[src/pi_decode_defs.svh]
`ifndef PI_DECODE_DEFS_SVH
`define PI_DECODE_DEFS_SVH
`define DESC_W 20
`define BIT_SIMD16 16
`define BIT_RATE 15
`define BIT_LINEAR 14
`define TYPE_HI 13
`define TYPE_LO 12
`define BIT_GROUP 11
`define PHASE_HI 11
`define PHASE_LO 8
`define CTRL_HI 7
`define CTRL_LO 0
`define SIDX_HI 7
`define SIDX_LO 4
`define TYPE_0 2'h0
`define TYPE_1 2'h1
`define TYPE_2 2'h2
`define TYPE_3 2'h3
`define PHASE_ZERO 4'h0
`endif

[src/pi_decode_pkg.sv]
package pi_decode_pkg;
	typedef enum logic [7:0] {
		op_none = 8'h01,
		op_imm_offset = 8'h02,
		op_sample_pos = 8'h04,
		op_centroid = 8'h08,
		op_slot_offset = 8'h10,
		op_coarse_map = 8'h20,
		op_coarse_centroid = 8'h40,
		op_coarse_slot_offset = 8'h80
	} op_t;
endpackage

[src/sample_index_check.sv]
`timescale 1ns/10ps
`default_nettype none
`include "pi_decode_defs.svh"
// ---------------------------------
// Sample index range check
// ---------------------------------
module sample_index_check
(
	input wire logic [3:0] sample_index,
	input wire logic [4:0] forced_sample_count,
	output logic illegal
);
	// Count of 0 or 1 means no multisample limit applies
	always_comb
	begin
		illegal = (forced_sample_count > 5'h01) && ({1'b0, sample_index} >= forced_sample_count);
	end
endmodule // sample_index_check
`default_nettype wire

[src/pixel_interp_msg_decode.sv]
// What this block does
// Sender asks linear only when clip stage enabled non-perspective barycentrics.
// Interpolation mode bit ignored for coarse to pixel mapping messages.
// Shading rate bit picks pixel-rate or coarse-rate type decode.
// Pixel rate types: immediate offset, sample position, centroid, per-slot offset.
// Coarse rate types: mapping, reserved, coarse centroid, per-slot coarse offset.
// Sender never requests sample index beyond forced sample count.
// Non-coarse: bit 11 selects slots 15:0 or 31:16 bypass data.
// Sender uses low group for 8/16 pixel dispatch, per message for 32.
// SIMD8 messages always use bypassed data for slots 7:0.
// Non-coarse shaders ignore bits 10:8.
// Coarse dispatch: bits 11:8 are a four-bit pixel shader phase.
// Sender gives nonzero phase only for coarse-rate shaders.
// Bits 7:0 are controls whose meaning follows the decoded type.
// Reserved coarse type or illegal sample index flags a descriptor error.
`timescale 1ns/10ps
`default_nettype none
`include "pi_decode_defs.svh"
module pixel_interp_msg_decode
	import pi_decode_pkg::*;
#(
	parameter int DESC_WIDTH = `DESC_W
)
(
	input wire logic core_clk,
	input wire logic resetn,
	input wire logic desc_valid,
	input wire logic [DESC_WIDTH-1:0] descriptor,
	input wire logic coarse_dispatch,
	input wire logic nonpersp_enable,
	input wire logic [4:0] forced_sample_count,
	output logic out_valid,
	output op_t op,
	output logic linear_mode,
	output logic high_slot_group,
	output logic simd16,
	output logic [3:0] phase,
	output logic [7:0] msg_ctrl,
	output logic desc_error
);
	// ---------------------------------
	// Reset release
	// ---------------------------------
	logic rst_meta;
	logic rst_n;
	always_ff @(posedge core_clk or negedge resetn)
	begin
		if (!resetn)
		begin
			rst_meta <= 1'b0;
			rst_n <= 1'b0;
		end
		else
		begin
			rst_meta <= 1'b1;
			rst_n <= rst_meta;
		end
	end

	// ---------------------------------
	// Decode
	// ---------------------------------
	typedef struct packed {
		logic valid;
		op_t op;
		logic linear;
		logic grp;
		logic simd16;
		logic [3:0] phase;
		logic [7:0] ctrl;
		logic err;
	} state_t;

	state_t st;
	state_t next_st;
	logic [1:0] mtype;
	logic coarse_rate;
	logic sidx_bad;

	function automatic op_t decode_type(input logic coarse, input logic [1:0] t);
		op_t r;
		r = op_none;
		if (!coarse)
		begin
			case (t)
				`TYPE_0: r = op_imm_offset;
				`TYPE_1: r = op_sample_pos;
				`TYPE_2: r = op_centroid;
				`TYPE_3: r = op_slot_offset;
				default: r = op_none;
			endcase
		end
		else
		begin
			case (t)
				`TYPE_0: r = op_coarse_map;
				`TYPE_2: r = op_coarse_centroid;
				`TYPE_3: r = op_coarse_slot_offset;
				default: r = op_none;
			endcase
		end
		return r;
	endfunction

	assign mtype = descriptor[`TYPE_HI:`TYPE_LO];
	assign coarse_rate = descriptor[`BIT_RATE];

	sample_index_check u_sidx
	(
		.sample_index(descriptor[`SIDX_HI:`SIDX_LO]),
		.forced_sample_count(forced_sample_count),
		.illegal(sidx_bad)
	);

	always_comb
	begin
		next_st = st;
		next_st.valid = desc_valid;
		if (desc_valid)
		begin
			next_st.op = decode_type(coarse_rate, mtype);
			next_st.simd16 = descriptor[`BIT_SIMD16];
			// Mapping message takes no interpolation mode
			next_st.linear = (next_st.op == op_coarse_map) ? 1'b0 : descriptor[`BIT_LINEAR];
			// Linear only usable when clip stage enabled it
			if (!nonpersp_enable)
				next_st.linear = 1'b0;
			if (coarse_dispatch)
			begin
				next_st.phase = descriptor[`PHASE_HI:`PHASE_LO];
				next_st.grp = 1'b0;
			end
			else
			begin
				// Bits 10:8 dropped; SIMD8 pinned to low group
				next_st.phase = `PHASE_ZERO;
				next_st.grp = descriptor[`BIT_GROUP] & descriptor[`BIT_SIMD16];
			end
			next_st.ctrl = descriptor[`CTRL_HI:`CTRL_LO];
			next_st.err = (coarse_rate && mtype == `TYPE_1) ||
				(!coarse_rate && mtype == `TYPE_1 && sidx_bad);
		end
	end

	always_ff @(posedge core_clk or negedge rst_n)
	begin
		if (!rst_n)
		begin
			st <= '{valid: 1'b0, op: op_none, linear: 1'b0, grp: 1'b0, simd16: 1'b0,
				phase: `PHASE_ZERO, ctrl: 8'h00, err: 1'b0};
		end
		else
		begin
			st <= next_st;
		end
	end

	assign out_valid = st.valid;
	assign op = st.op;
	assign linear_mode = st.linear;
	assign high_slot_group = st.grp;
	assign simd16 = st.simd16;
	assign phase = st.phase;
	assign msg_ctrl = st.ctrl;
	assign desc_error = st.err;
endmodule // pixel_interp_msg_decode
`default_nettype wire

[config.mk]
export PLATFORM = sky130hd
export DESIGN_NAME = pixel_interp_msg_decode
export DESIGN_NICKNAME = d
export VERILOG_FILES = /design/src/pi_decode_pkg.sv /design/src/sample_index_check.sv /design/src/pixel_interp_msg_decode.sv
export VERILOG_INCLUDE_DIRS = /design/src
export SDC_FILE = /design/constraint.sdc
export NUM_CORES = 1
export LEC_CHECK = 0
export BUFFER_PORTS_ARGS = -buffer_cell sky130_fd_sc_hd__buf_4
export CAP_MARGIN = 10
export CELL_PAD_IN_SITES_DETAIL_PLACEMENT = 1
export CELL_PAD_IN_SITES_GLOBAL_PLACEMENT = 2
export CORE_UTILIZATION = 27
export DETAILED_ROUTE_END_ITERATION = 16
export GPL_TIMING_DRIVEN = 0
export MAX_ROUTING_LAYER = met4
export PLACE_DENSITY_LB_ADDON = 0.1
export SYNTH_ARGS = -nofsm -noshare
export SYNTH_HDL_FRONTEND = slang
export SYNTH_SLANG_ARGS = --single-unit
export TNS_END_PERCENT = 30
[constraint.sdc]
create_clock -name core_clk -period 0.95 [get_ports core_clk]
set_clock_uncertainty 0.05 [all_clocks]
set_input_delay 0.0475 -clock core_clk [delete_from_list [all_inputs] [get_ports core_clk]]
set_output_delay 0.0475 -clock core_clk [all_outputs]
set_load 0.03 [all_outputs]
==> impl_metrics.ini, run 1 <==
[status]
run_status = complete, but fails checks
failed_checks = setup timing

[route]
num_vias = 974
viasPerCell = 4.39
route.detailed.wl_per_inst_um = 12.7
antenna_left = 0
first_drt_iteration_drcs = 29
drtPass1Iterations = 4
remaining_drc_errors = 0
routed_wl_um = 2830

[worst_setup_path]
arrival_ns = 0.94
worst-path-buf-inv = 1
timing.rr.end = op[1]$_DFFE_PN0P_
worst-path-stages = 1
slowest_delay_ns = 0.55
cp_launch_type = flop
endpoint_kind = output pin
worst_path_max_delay_cell = dfstp_2
r2r_start = op[1]$_DFFE_PN0P_
cp_top_family = flip-flops
timing.critical_path.to = op[0]
rr_worst_depth = 3
rrSetupSlack_ns = 0.10
worst-setup-path-type = reg2out
setup.worst_path.start = op[0]$_DFFE_PN1P_
critPathMaxFanout = 2
required_ns = 0.85
worst_path_cell_trace = buf_6

[logic_synthesis]
postSynthRegisterBits = 27
synth-warning-count = 0
synth.net_count = 126
post_synth_num_cell_types = 30
post_synth_inst_count = 92
synthesis.area_per_instance_um2 = 12.3
sequential_to_total_area_share_from_yosys_stat = 0.598
post_synth_instance_area_um2 = 1130

[global_route]
overflow = 0
grt_pass1_wl_um = 4510
grt_util_all_layers = 0.139
grt_pass1_vias = 966
pin_count_of_the_biggest_net_entering_global_routing = 26
grt_antenna_before_repair = 0

[cells_and_area]
layout.cell_area.non_filler_um2 = 1990
p_r_area_growth_vs_syn_pct = 76.3
drive_gt1_frac = 0.453
fin_nets = 207
layout_commonest_cell = buf_4
most-common-layout-cells = buf_4 (32), dfrtp_1 (25), buf_6 (23)
antenna-diode-count = 0

[floorplanning]
die_ar_um2 = 4450
width_of_the_chip_um = 66.7
placement_rows = 23
start_util = 0.283
core_region_area_um2 = 4000
ioPinCount = 55
die_h_um = 66.7

[worst_hold_path]
timing.hold.worst_path_depth = 3
hold_path.class = in2reg

[power]
irDropWorstVdd_mv = 0.591
leakage_nw = 0.968
cellPowerDensity_nw_per_um2 = 1340

[timing]
rsz0062_at_grt = yes
worst-slew-pin-transition_ns = 0.560
setup_slack_ns = -0.0904
timing_hold_violations_final = 0
tns_ns = -0.0904
slew_viol_final = 0
final.hold.worst_slack_ns = 0.0208
maxClockFrequency_ghz = 0.961
setup_violations = 1
fin_crit_sh = 1.10
maxSlewHeadroom = 0.627
finalWorstPathRequiredPeriod_ns = 1.04

[cts]
clockBufferDepth = 2
htree_levels = 1
clock_latency_ns = 0.27
cts_root_buf = clkbuf_8
cts_bufs_inserted = 3
tritoncts_clock_tree = done
clkSlewWorstSetupHoldPaths_ns = 0.09
tritoncts_num_sinks = 27

[placement]
placement.setup.worst_slack_ns = -0.261
placer_congestion_estimate = 0.678
detailedPlacementHpwl_um = 2000
place.port_buffers = 51
area_after_detailed_placement_um2 = 1610

[flow_run]
cap_violations = 0
layout make-up:
class	count	area [um^2]
buffer	3	20.0
timing repair buffer	76	716
clock buffer	3	41.3
fill	435	2010
inverter	12	50.0
tap	50	62.6
clock inverter	1	5.00
sequential	27	678
multi-input combinational	50	422
layer usage:
layer,track usage,wire length [um]
met4,0.0319,15
met2,0.229,1420
met5,-,0
met3,0.0205,92
met1,0.179,1300
worst min-delay path by stage:
stage | start | to
2_1_floorplan | resetn | rst_meta$_DFF_PN0_
3_3_place_gp | resetn | rst_meta$_DFF_PN0_
3_5_place_dp | resetn | rst_n$_DFF_PN0_
4_1_cts | descriptor[13] | op[4]$_DFFE_PN0P_
5_1_grt | resetn | rst_n$_DFF_PN0_
6_report | descriptor[15] | op[4]$_DFFE_PN0P_
synthesized netlist by cell type:
cell / number / area share
nand3_1: 5 / 0.022
a211o_1: 1 / 0.0077
mux2_2: 10 / 0.10
nand4b_1: 1 / 0.0077
and4b_1: 1 / 0.0088
nor3b_1: 1 / 0.0066
a31oi_1: 1 / 0.0055
nand2_1: 4 / 0.013
or3_1: 1 / 0.0055
a21o_1: 1 / 0.0066
nand2b_1: 1 / 0.0055
dfrtp_1: 26 / 0.58
o2bb2ai_1: 3 / 0.023
dfstp_2: 1 / 0.023
clkinv_1: 1 / 0.0033
buf_2: 1 / 0.0044
buf_6: 1 / 0.010
a311o_1: 1 / 0.0088
o31ai_1: 2 / 0.013
o21ai_0: 6 / 0.027
nand2_2: 1 / 0.0055
conb_1: 1 / 0.0033
or2b_1: 1 / 0.0066
a21oi_1: 1 / 0.0044
clkbuf_1: 1 / 0.0033
inv_1: 11 / 0.037
o41ai_1: 1 / 0.0077
ha_1: 4 / 0.044
o32ai_1: 1 / 0.0077
nor2_1: 1 / 0.0033
tightest hold or removal path, cell delays in order:
cell and delay [ns]:
buf_4 0.10, or2b_1 0.09, o2bb2ai_1 0.06
flip-flops by register name, summed over array words and instances, names as in the netlist:
| register | count |
|---|---|
| high_slot_group | 1 |
| desc_error | 1 |
| op | 8 |
| out_valid | 1 |
| simd16 | 1 |
| phase | 4 |
| msg_ctrl | 8 |
| rst_meta | 1 |
| linear_mode | 1 |
| rst_n | 1 |
cell families after synthesis:
kind of cell               count (synthesis)  share of synthesized area
and+or+nand+nor                           17                     0.0852
DFF                                       27                      0.598
AOI/OAI and AO/OA                         18                      0.112
other                                      1                    0.00332
buffers and inverters                     15                     0.0575
muxes                                     10                     0.0996
adders and majority gates                  4                     0.0442
repair_timing:
action,4_1_cts,5_1_grt
resized for setup,2,25
buffers inserted,0,3
hold buffers,22,0
pin swaps,0,1
endpoints found under the setup margin,26,24
endpoints found under the hold margin,21,0
metrics by stage:
step                total power (W)   util  std cells
CTS                         0.00264  0.470        219
finish                      0.00268  0.499        222
global placement            0.00190  0.402        193
detailed placement          0.00191  0.402        193
global route                0.00283  0.499        222
floorplan                   0.00163      -         92
power breakdown:
part	internal, W	leakage, nW	switching (W)
registers	0.00124	0.336	0.0000767
clock network	0.000293	0.0255	0.000356
logic	0.000381	0.606	0.000334
total	0.00191	0.968	0.000766
Power figures use the tool's default switching activity.
==> run 2: changes to the inputs <==
--- a/config.mk
+++ b/config.mk
@@ -6,11 +6,12 @@
 export SDC_FILE = /design/constraint.sdc
 export NUM_CORES = 1
 export LEC_CHECK = 0
+export ABC_AREA = 1
 export BUFFER_PORTS_ARGS = -buffer_cell sky130_fd_sc_hd__buf_4
 export CAP_MARGIN = 10
 export CELL_PAD_IN_SITES_DETAIL_PLACEMENT = 1
 export CELL_PAD_IN_SITES_GLOBAL_PLACEMENT = 2
-export CORE_UTILIZATION = 27
+export CORE_UTILIZATION = 24
 export DETAILED_ROUTE_END_ITERATION = 16
 export GPL_TIMING_DRIVEN = 0
 export MAX_ROUTING_LAYER = met4
==> run 2 against run 1 <==
Effect of this change: the flow still finishes with violations (setup timing); wire length is 11% higher; maximum frequency is 0.42% lower; synthesized cell count is 36% higher; cell count is 13% higher; area after synthesis is 0.66% lower; worst setup slack worse by 0.0043 ns; combinational power is 8.4% lower; sequential power hardly changed; final area is 5.4% lower; clock-buffer cell count stayed put; first-iteration DRC count is 3.4% higher; critical path type unchanged.
==> impl_metrics.ini, run 2 <==
[status]
run_status = complete, but fails checks
failed_checks = setup timing

[route]
antenna_left = 0
route.detailed.wl_per_inst_um = 12.6
remaining_drc_errors = 0
routed_wl_um = 3140
viasPerCell = 4.34
num_vias = 1085
first_drt_iteration_drcs = 30
drtPass1Iterations = 4

[floorplanning]
ioPinCount = 55
die_ar_um2 = 4960
die_h_um = 70.4
start_util = 0.255
core_region_area_um2 = 4410
placement_rows = 24
width_of_the_chip_um = 70.4

[worst_setup_path]
slowest_delay_ns = 0.55
worst_path_max_delay_cell = dfstp_2
rrSetupSlack_ns = 0.13
critPathMaxFanout = 2
r2r_start = op[5]$_DFFE_PN0P_
cp_launch_type = flop
arrival_ns = 0.95
worst-path-buf-inv = 1
worst-path-stages = 1
rr_worst_depth = 3
timing.critical_path.to = op[0]
setup.worst_path.start = op[0]$_DFFE_PN1P_
cp_top_family = flip-flops
worst_path_cell_trace = buf_6
timing.rr.end = op[5]$_DFFE_PN0P_
endpoint_kind = output pin
required_ns = 0.85
worst-setup-path-type = reg2out

[global_route]
grt_pass1_wl_um = 5290
grt_pass1_vias = 1133
grt_util_all_layers = 0.138
pin_count_of_the_biggest_net_entering_global_routing = 26
grt_antenna_before_repair = 0
overflow = 0

[power]
irDropWorstVdd_mv = 0.700
cellPowerDensity_nw_per_um2 = 1390
fin_total_pwr_w = 0.00263
leakage_nw = 1.00

[cts]
clkSlewWorstSetupHoldPaths_ns = 0.09
htree_levels = 1
cts_root_buf = clkbuf_8
clock_latency_ns = 0.27
clockBufferDepth = 2
tritoncts_num_sinks = 27
tritoncts_clock_tree = done
cts_bufs_inserted = 3

[timing]
final.hold.worst_slack_ns = 0.00292
maxSlewHeadroom = 0.623
setup_slack_ns = -0.0947
worst-slew-pin-transition_ns = 0.566
tns_ns = -0.0947
rsz0062_at_grt = yes
finalWorstPathRequiredPeriod_ns = 1.04
slew_viol_final = 0
setup_violations = 1
maxClockFrequency_ghz = 0.957
timing_hold_violations_final = 0
fin_crit_sh = 1.10

[logic_synthesis]
postSynthRegisterBits = 27
post_synth_num_cell_types = 18
post_synth_inst_count = 125
post_synth_instance_area_um2 = 1120
post_synth_main_area_contributors = dfrtp_1 (58%), nand2_1 (18%), ha_1 (4.5%)
most_used_standard_cell_by_instance_count_after_synthesis = nand2_1
netlist_top_cells_count = nand2_1 (54), dfrtp_1 (26), inv_1 (10)
synth.net_count = 159
top_ff_cell_synth = dfrtp_1
synthesis.area_per_instance_um2 = 8.99
postSynth.asyncResetShare = 1.00
synth-warning-count = 0
cell_taking_the_most_area_after_synthesis = dfrtp_1
number_of_flops_mapped_to_enable_cells_by_yosys = 0
sequential_to_total_area_share_from_yosys_stat = 0.602
proportion_of_netlist_area_held_by_the_largest_area_contributor = 0.579

[cells_and_area]
layout_commonest_cell = nand2_1
drive_gt1_frac = 0.323
p_r_area_growth_vs_syn_pct = 67.9
antenna-diode-count = 0
fin_nets = 233
most-common-layout-cells = nand2_1 (54), buf_4 (29), dfrtp_1 (25)

[placement]
detailedPlacementHpwl_um = 2300
place.port_buffers = 51
placement.setup.worst_slack_ns = -0.293
placer_congestion_estimate = 0.681

[flow_run]
cap_violations = 0

[worst_hold_path]
hold_path.class = in2reg
## run 2: cell count changes after synthesis, sizes merged, moves of 2 or more
cell / before / now
nand2: 5 / 54
nor3: 0 / 2
nor2: 1 / 4
o21ai: 6 / 8
o2bb2ai: 3 / 0
mux2: 10 / 0
## run 2: routing by layer
layer	routed length [um]	track usage	up-vias
met5	0	-	-
met4	17	0.0267	0
met3	133	0.0317	2
met2	1560	0.228	30
met1	1430	0.174	517
li1	-	-	536
## run 2: kinds of logic (layout without fill, tap and decap cells)
family / after synthesis / in the layout / synth area share
other: 1 / 1 / 0.00334
AND/OR/NAND/NOR: 66 / 66 / 0.234
adder cells (fa/ha/maj): 4 / 4 / 0.0445
AO/OA/AOI/OAI: 13 / 13 / 0.0657
flip-flops: 27 / 27 / 0.602
buffers and inverters: 14 / 87 / 0.0501
## run 2: area by class of cell
cell class              count  area (um^2)
multi-input cells          84          390
clock buffers               3         41.3
fillers                   518         2530
repair buffers             69          648
plain buffers               3         15.0
clock inverters             1         7.51
flip-flops and latches     27          678
inverters                  11         41.3
well taps                  52         65.1
## run 2: how the worst min path moves through the flow
stage,endpoint,slack [ns],start,depth (start not counted)
after floorplan,rst_meta$_DFF_PN0_,-0.30,resetn,0
after global placement,rst_n$_DFF_PN0_,-0.22,resetn,1
after detailed placement,rst_n$_DFF_PN0_,-0.22,resetn,1
after CTS,linear_mode$_DFFE_PN0P_,0.002,descriptor[14],3
after global routing,linear_mode$_DFFE_PN0P_,0.02,descriptor[14],3
final,linear_mode$_DFFE_PN0P_,0.003,descriptor[14],3
## run 2: repair_timing
item | CTS | global route
gates resized for setup | 14 | 11
setup buffers | 0 | 2
hold buffers | 16 | 0
endpoints found under the hold margin | 17 | 0
pin swaps | 0 | 0
setup endpoints to repair | 38 | 22
## run 2: power by group
part | total, W | switching [W] | internal, W
clock | 0.000667 | 0.000369 | 0.000298
combinational | 0.000654 | 0.000332 | 0.000321
sequential | 0.00131 | 0.0000777 | 0.00123
## run 2: through the flow
step | cells | instance area (um^2) | utilization
2_1_floorplan | 125 | 1120 | -
3_3_place_gp | 228 | 1570 | 0.356
3_5_place_dp | 228 | 1570 | 0.356
4_1_cts | 248 | 1830 | 0.415
5_1_grt | 250 | 1890 | 0.427
6_report | 250 | 1890 | 0.427
==> run 3: changes to the inputs <==
==> constraint.sdc (replaced) <==
create_clock -name core_clk -period 0.95 [get_ports core_clk]
set_clock_uncertainty 0.05 [all_clocks]
set_input_delay 0.095 -clock core_clk [delete_from_list [all_inputs] [get_ports core_clk]]
set_output_delay 0.095 -clock core_clk [all_outputs]
set_load 0.03 [all_outputs]
==> run 3 against run 2 <==
Effect of this change: the flow still finishes with violations (setup timing); core utilization is 0.20 points lower; maximum frequency down 4.2%; sequential share of layout area is 0.17 points higher; via count is 0.65% lower; sequential power hardly changed; global-route usage is essentially flat; hold slack better by 0.013 ns; flip-flop and latch count unchanged; critical path type unchanged.
==> impl_metrics.ini, run 3 (same netlist as run 2, synthesis figures left out) <==
[status]
run_status = complete, but fails checks
failed_checks = setup timing

[worst_setup_path]
r2r_start = op[2]$_DFFE_PN0P_
endpoint_kind = output pin
cp_top_family = flip-flops
critPathMaxFanout = 2
worst-path-buf-inv = 1
required_ns = 0.81
worst_path_max_delay_cell = dfstp_2
worst_path_cell_trace = buf_6
slowest_delay_ns = 0.55
cp_launch_type = flop
arrival_ns = 0.95
worst-setup-path-type = reg2out
setup.worst_path.start = op[0]$_DFFE_PN1P_

[route]
viasPerCell = 4.33
first_drt_iteration_drcs = 26
remaining_drc_errors = 0
num_vias = 1078
routed_wl_um = 3070
route.detailed.wl_per_inst_um = 12.3
antenna_left = 0
drtPass1Iterations = 4

[timing]
slew_viol_final = 0
timing_hold_violations_final = 0
setup_violations = 24
finalWorstPathRequiredPeriod_ns = 1.09
rsz0062_at_grt = yes
maxClockFrequency_ghz = 0.917
fin_crit_sh = 1.15
worst-slew-pin-transition_ns = 0.567
setup_slack_ns = -0.141
maxSlewHeadroom = 0.622

[cells_and_area]
antenna-diode-count = 0
most-common-layout-cells = nand2_1 (54), buf_4 (29), dfrtp_1 (25), buf_6 (25), dlygate4sd3_1 (14)
p_r_area_growth_vs_syn_pct = 67.1
multiInputGateArea_um2 = 390
layout.cell_area.non_filler_um2 = 1880
layout_cells_excl_fill = 249
drive_gt1_frac = 0.330
layout_commonest_cell = nand2_1
filler_cell_count = 521
layout.area.seq_um2 = 678
fin_nets = 232

[power]
power.share.sequential = 0.499
fin_total_pwr_w = 0.00263
cellPowerDensity_nw_per_um2 = 1400
p_int_w = 0.00185
combinationalPowerShare = 0.249
swShare = 0.294
power_switching_w = 0.000773
clock_power_share = 0.252
irDropWorstVdd_mv = 0.699
leakage_nw = 0.999

[global_route]
grt_pass1_wl_um = 5260
overflow = 0
pin_count_of_the_biggest_net_entering_global_routing = 26
grt_util_all_layers = 0.138
grt_antenna_before_repair = 0
grt_pass1_vias = 1120

[placement]
detailedPlacementHpwl_um = 2300
place.port_buffers = 51
place.detailed.instances = 228
placer_congestion_estimate = 0.681
area_after_detailed_placement_um2 = 1570

[worst_hold_path]
hold_path_startpoint = descriptor[9]
hold_path.class = in2reg

[cts]
cts_root_buf = clkbuf_8
clockBufferDepth = 2
tritoncts_clock_tree = done
htree_levels = 1
tritoncts_num_sinks = 27
clock_latency_ns = 0.27
clkSlewWorstSetupHoldPaths_ns = 0.10
cts_bufs_inserted = 3

[floorplanning]
placement_rows = 24
die_ar_um2 = 4960
width_of_the_chip_um = 70.4
core_region_area_um2 = 4410
ioPinCount = 55
die_h_um = 70.4
start_util = 0.255

[flow_run]
cap_violations = 0
-- run 3: cell types whose count changed in the layout (fill, tap and decap cells not counted) --
| cell | change |
|---|---|
| buf_6 | +1 |
| dlygate4sd3_1 | -2 |
-- run 3: area by class of cell --
type,instances,share of cell area
well taps,52,0.0346
repair buffers,68,0.340
plain buffers,3,0.00799
multi-input cells,84,0.208
flip-flops and latches,27,0.361
inverters,11,0.0220
clock buffers,3,0.0220
clock inverters,1,0.00400
-- run 3: per-stage QoR --
| stage | util | setup TNS [ns] | hold slack (ns) | setup WS (ns) |
|---|---|---|---|---|
| after floorplan | - | 0 | -0.251 | 0.0475 |
| final | 0.425 | -0.463 | 0.0156 | -0.141 |
| after CTS | 0.420 | -0.882 | 0.00892 | -0.156 |
| after global routing | 0.425 | -1.40 | 0.0318 | -0.173 |
| after global placement | 0.356 | -6.30 | -0.173 | -0.254 |
| after detailed placement | 0.356 | -7.36 | -0.171 | -0.293 |
-- run 3: worst paths after layout --
kind / endpoint / slack, ns / cells after the start
worst max-delay path: op[0] / -0.14 / 1
worst min-delay path: phase[1]$_DFFE_PN0P_ / 0.02 / 3
worst max register to register: op[2]$_DFFE_PN0P_ / 0.14 / 1
worst min register to register: phase[2]$_DFFE_PN0P_ / 0.22 / 0
max in group asynchronous: op[0]$_DFFE_PN1P_ / 0.25 / 0
min in group asynchronous: rst_n$_DFF_PN0_ / 0.07 / 2
-- run 3: per-layer routing --
layer / up-vias / global-route usage / share of wire
met5: - / - / 0
met1: 512 / 0.175 / 0.45
met4: 0 / 0.0267 / 0.0055
li1: 534 / - / -
met2: 30 / 0.225 / 0.51
met3: 2 / 0.0317 / 0.040
-- run 3: timing repair --
| action | CTS | global route |
|---|---|---|
| buffers inserted | 0 | 3 |
| hold buffers | 14 | 0 |
| endpoints found under the hold margin | 15 | 0 |
| endpoints found under the setup margin | 50 | 25 |
| gates resized for setup | 26 | 0 |
-- run 3: power by group through the flow --
stage	clock network [W]	logic (W)	registers [W]
after floorplan	0	0.000129	0.00146
after global placement	0	0.000541	0.00132
after detailed placement	0	0.000555	0.00132
after CTS	0.000711	0.000648	0.00131
after global routing	0.000748	0.000709	0.00133
final	0.000662	0.000654	0.00131
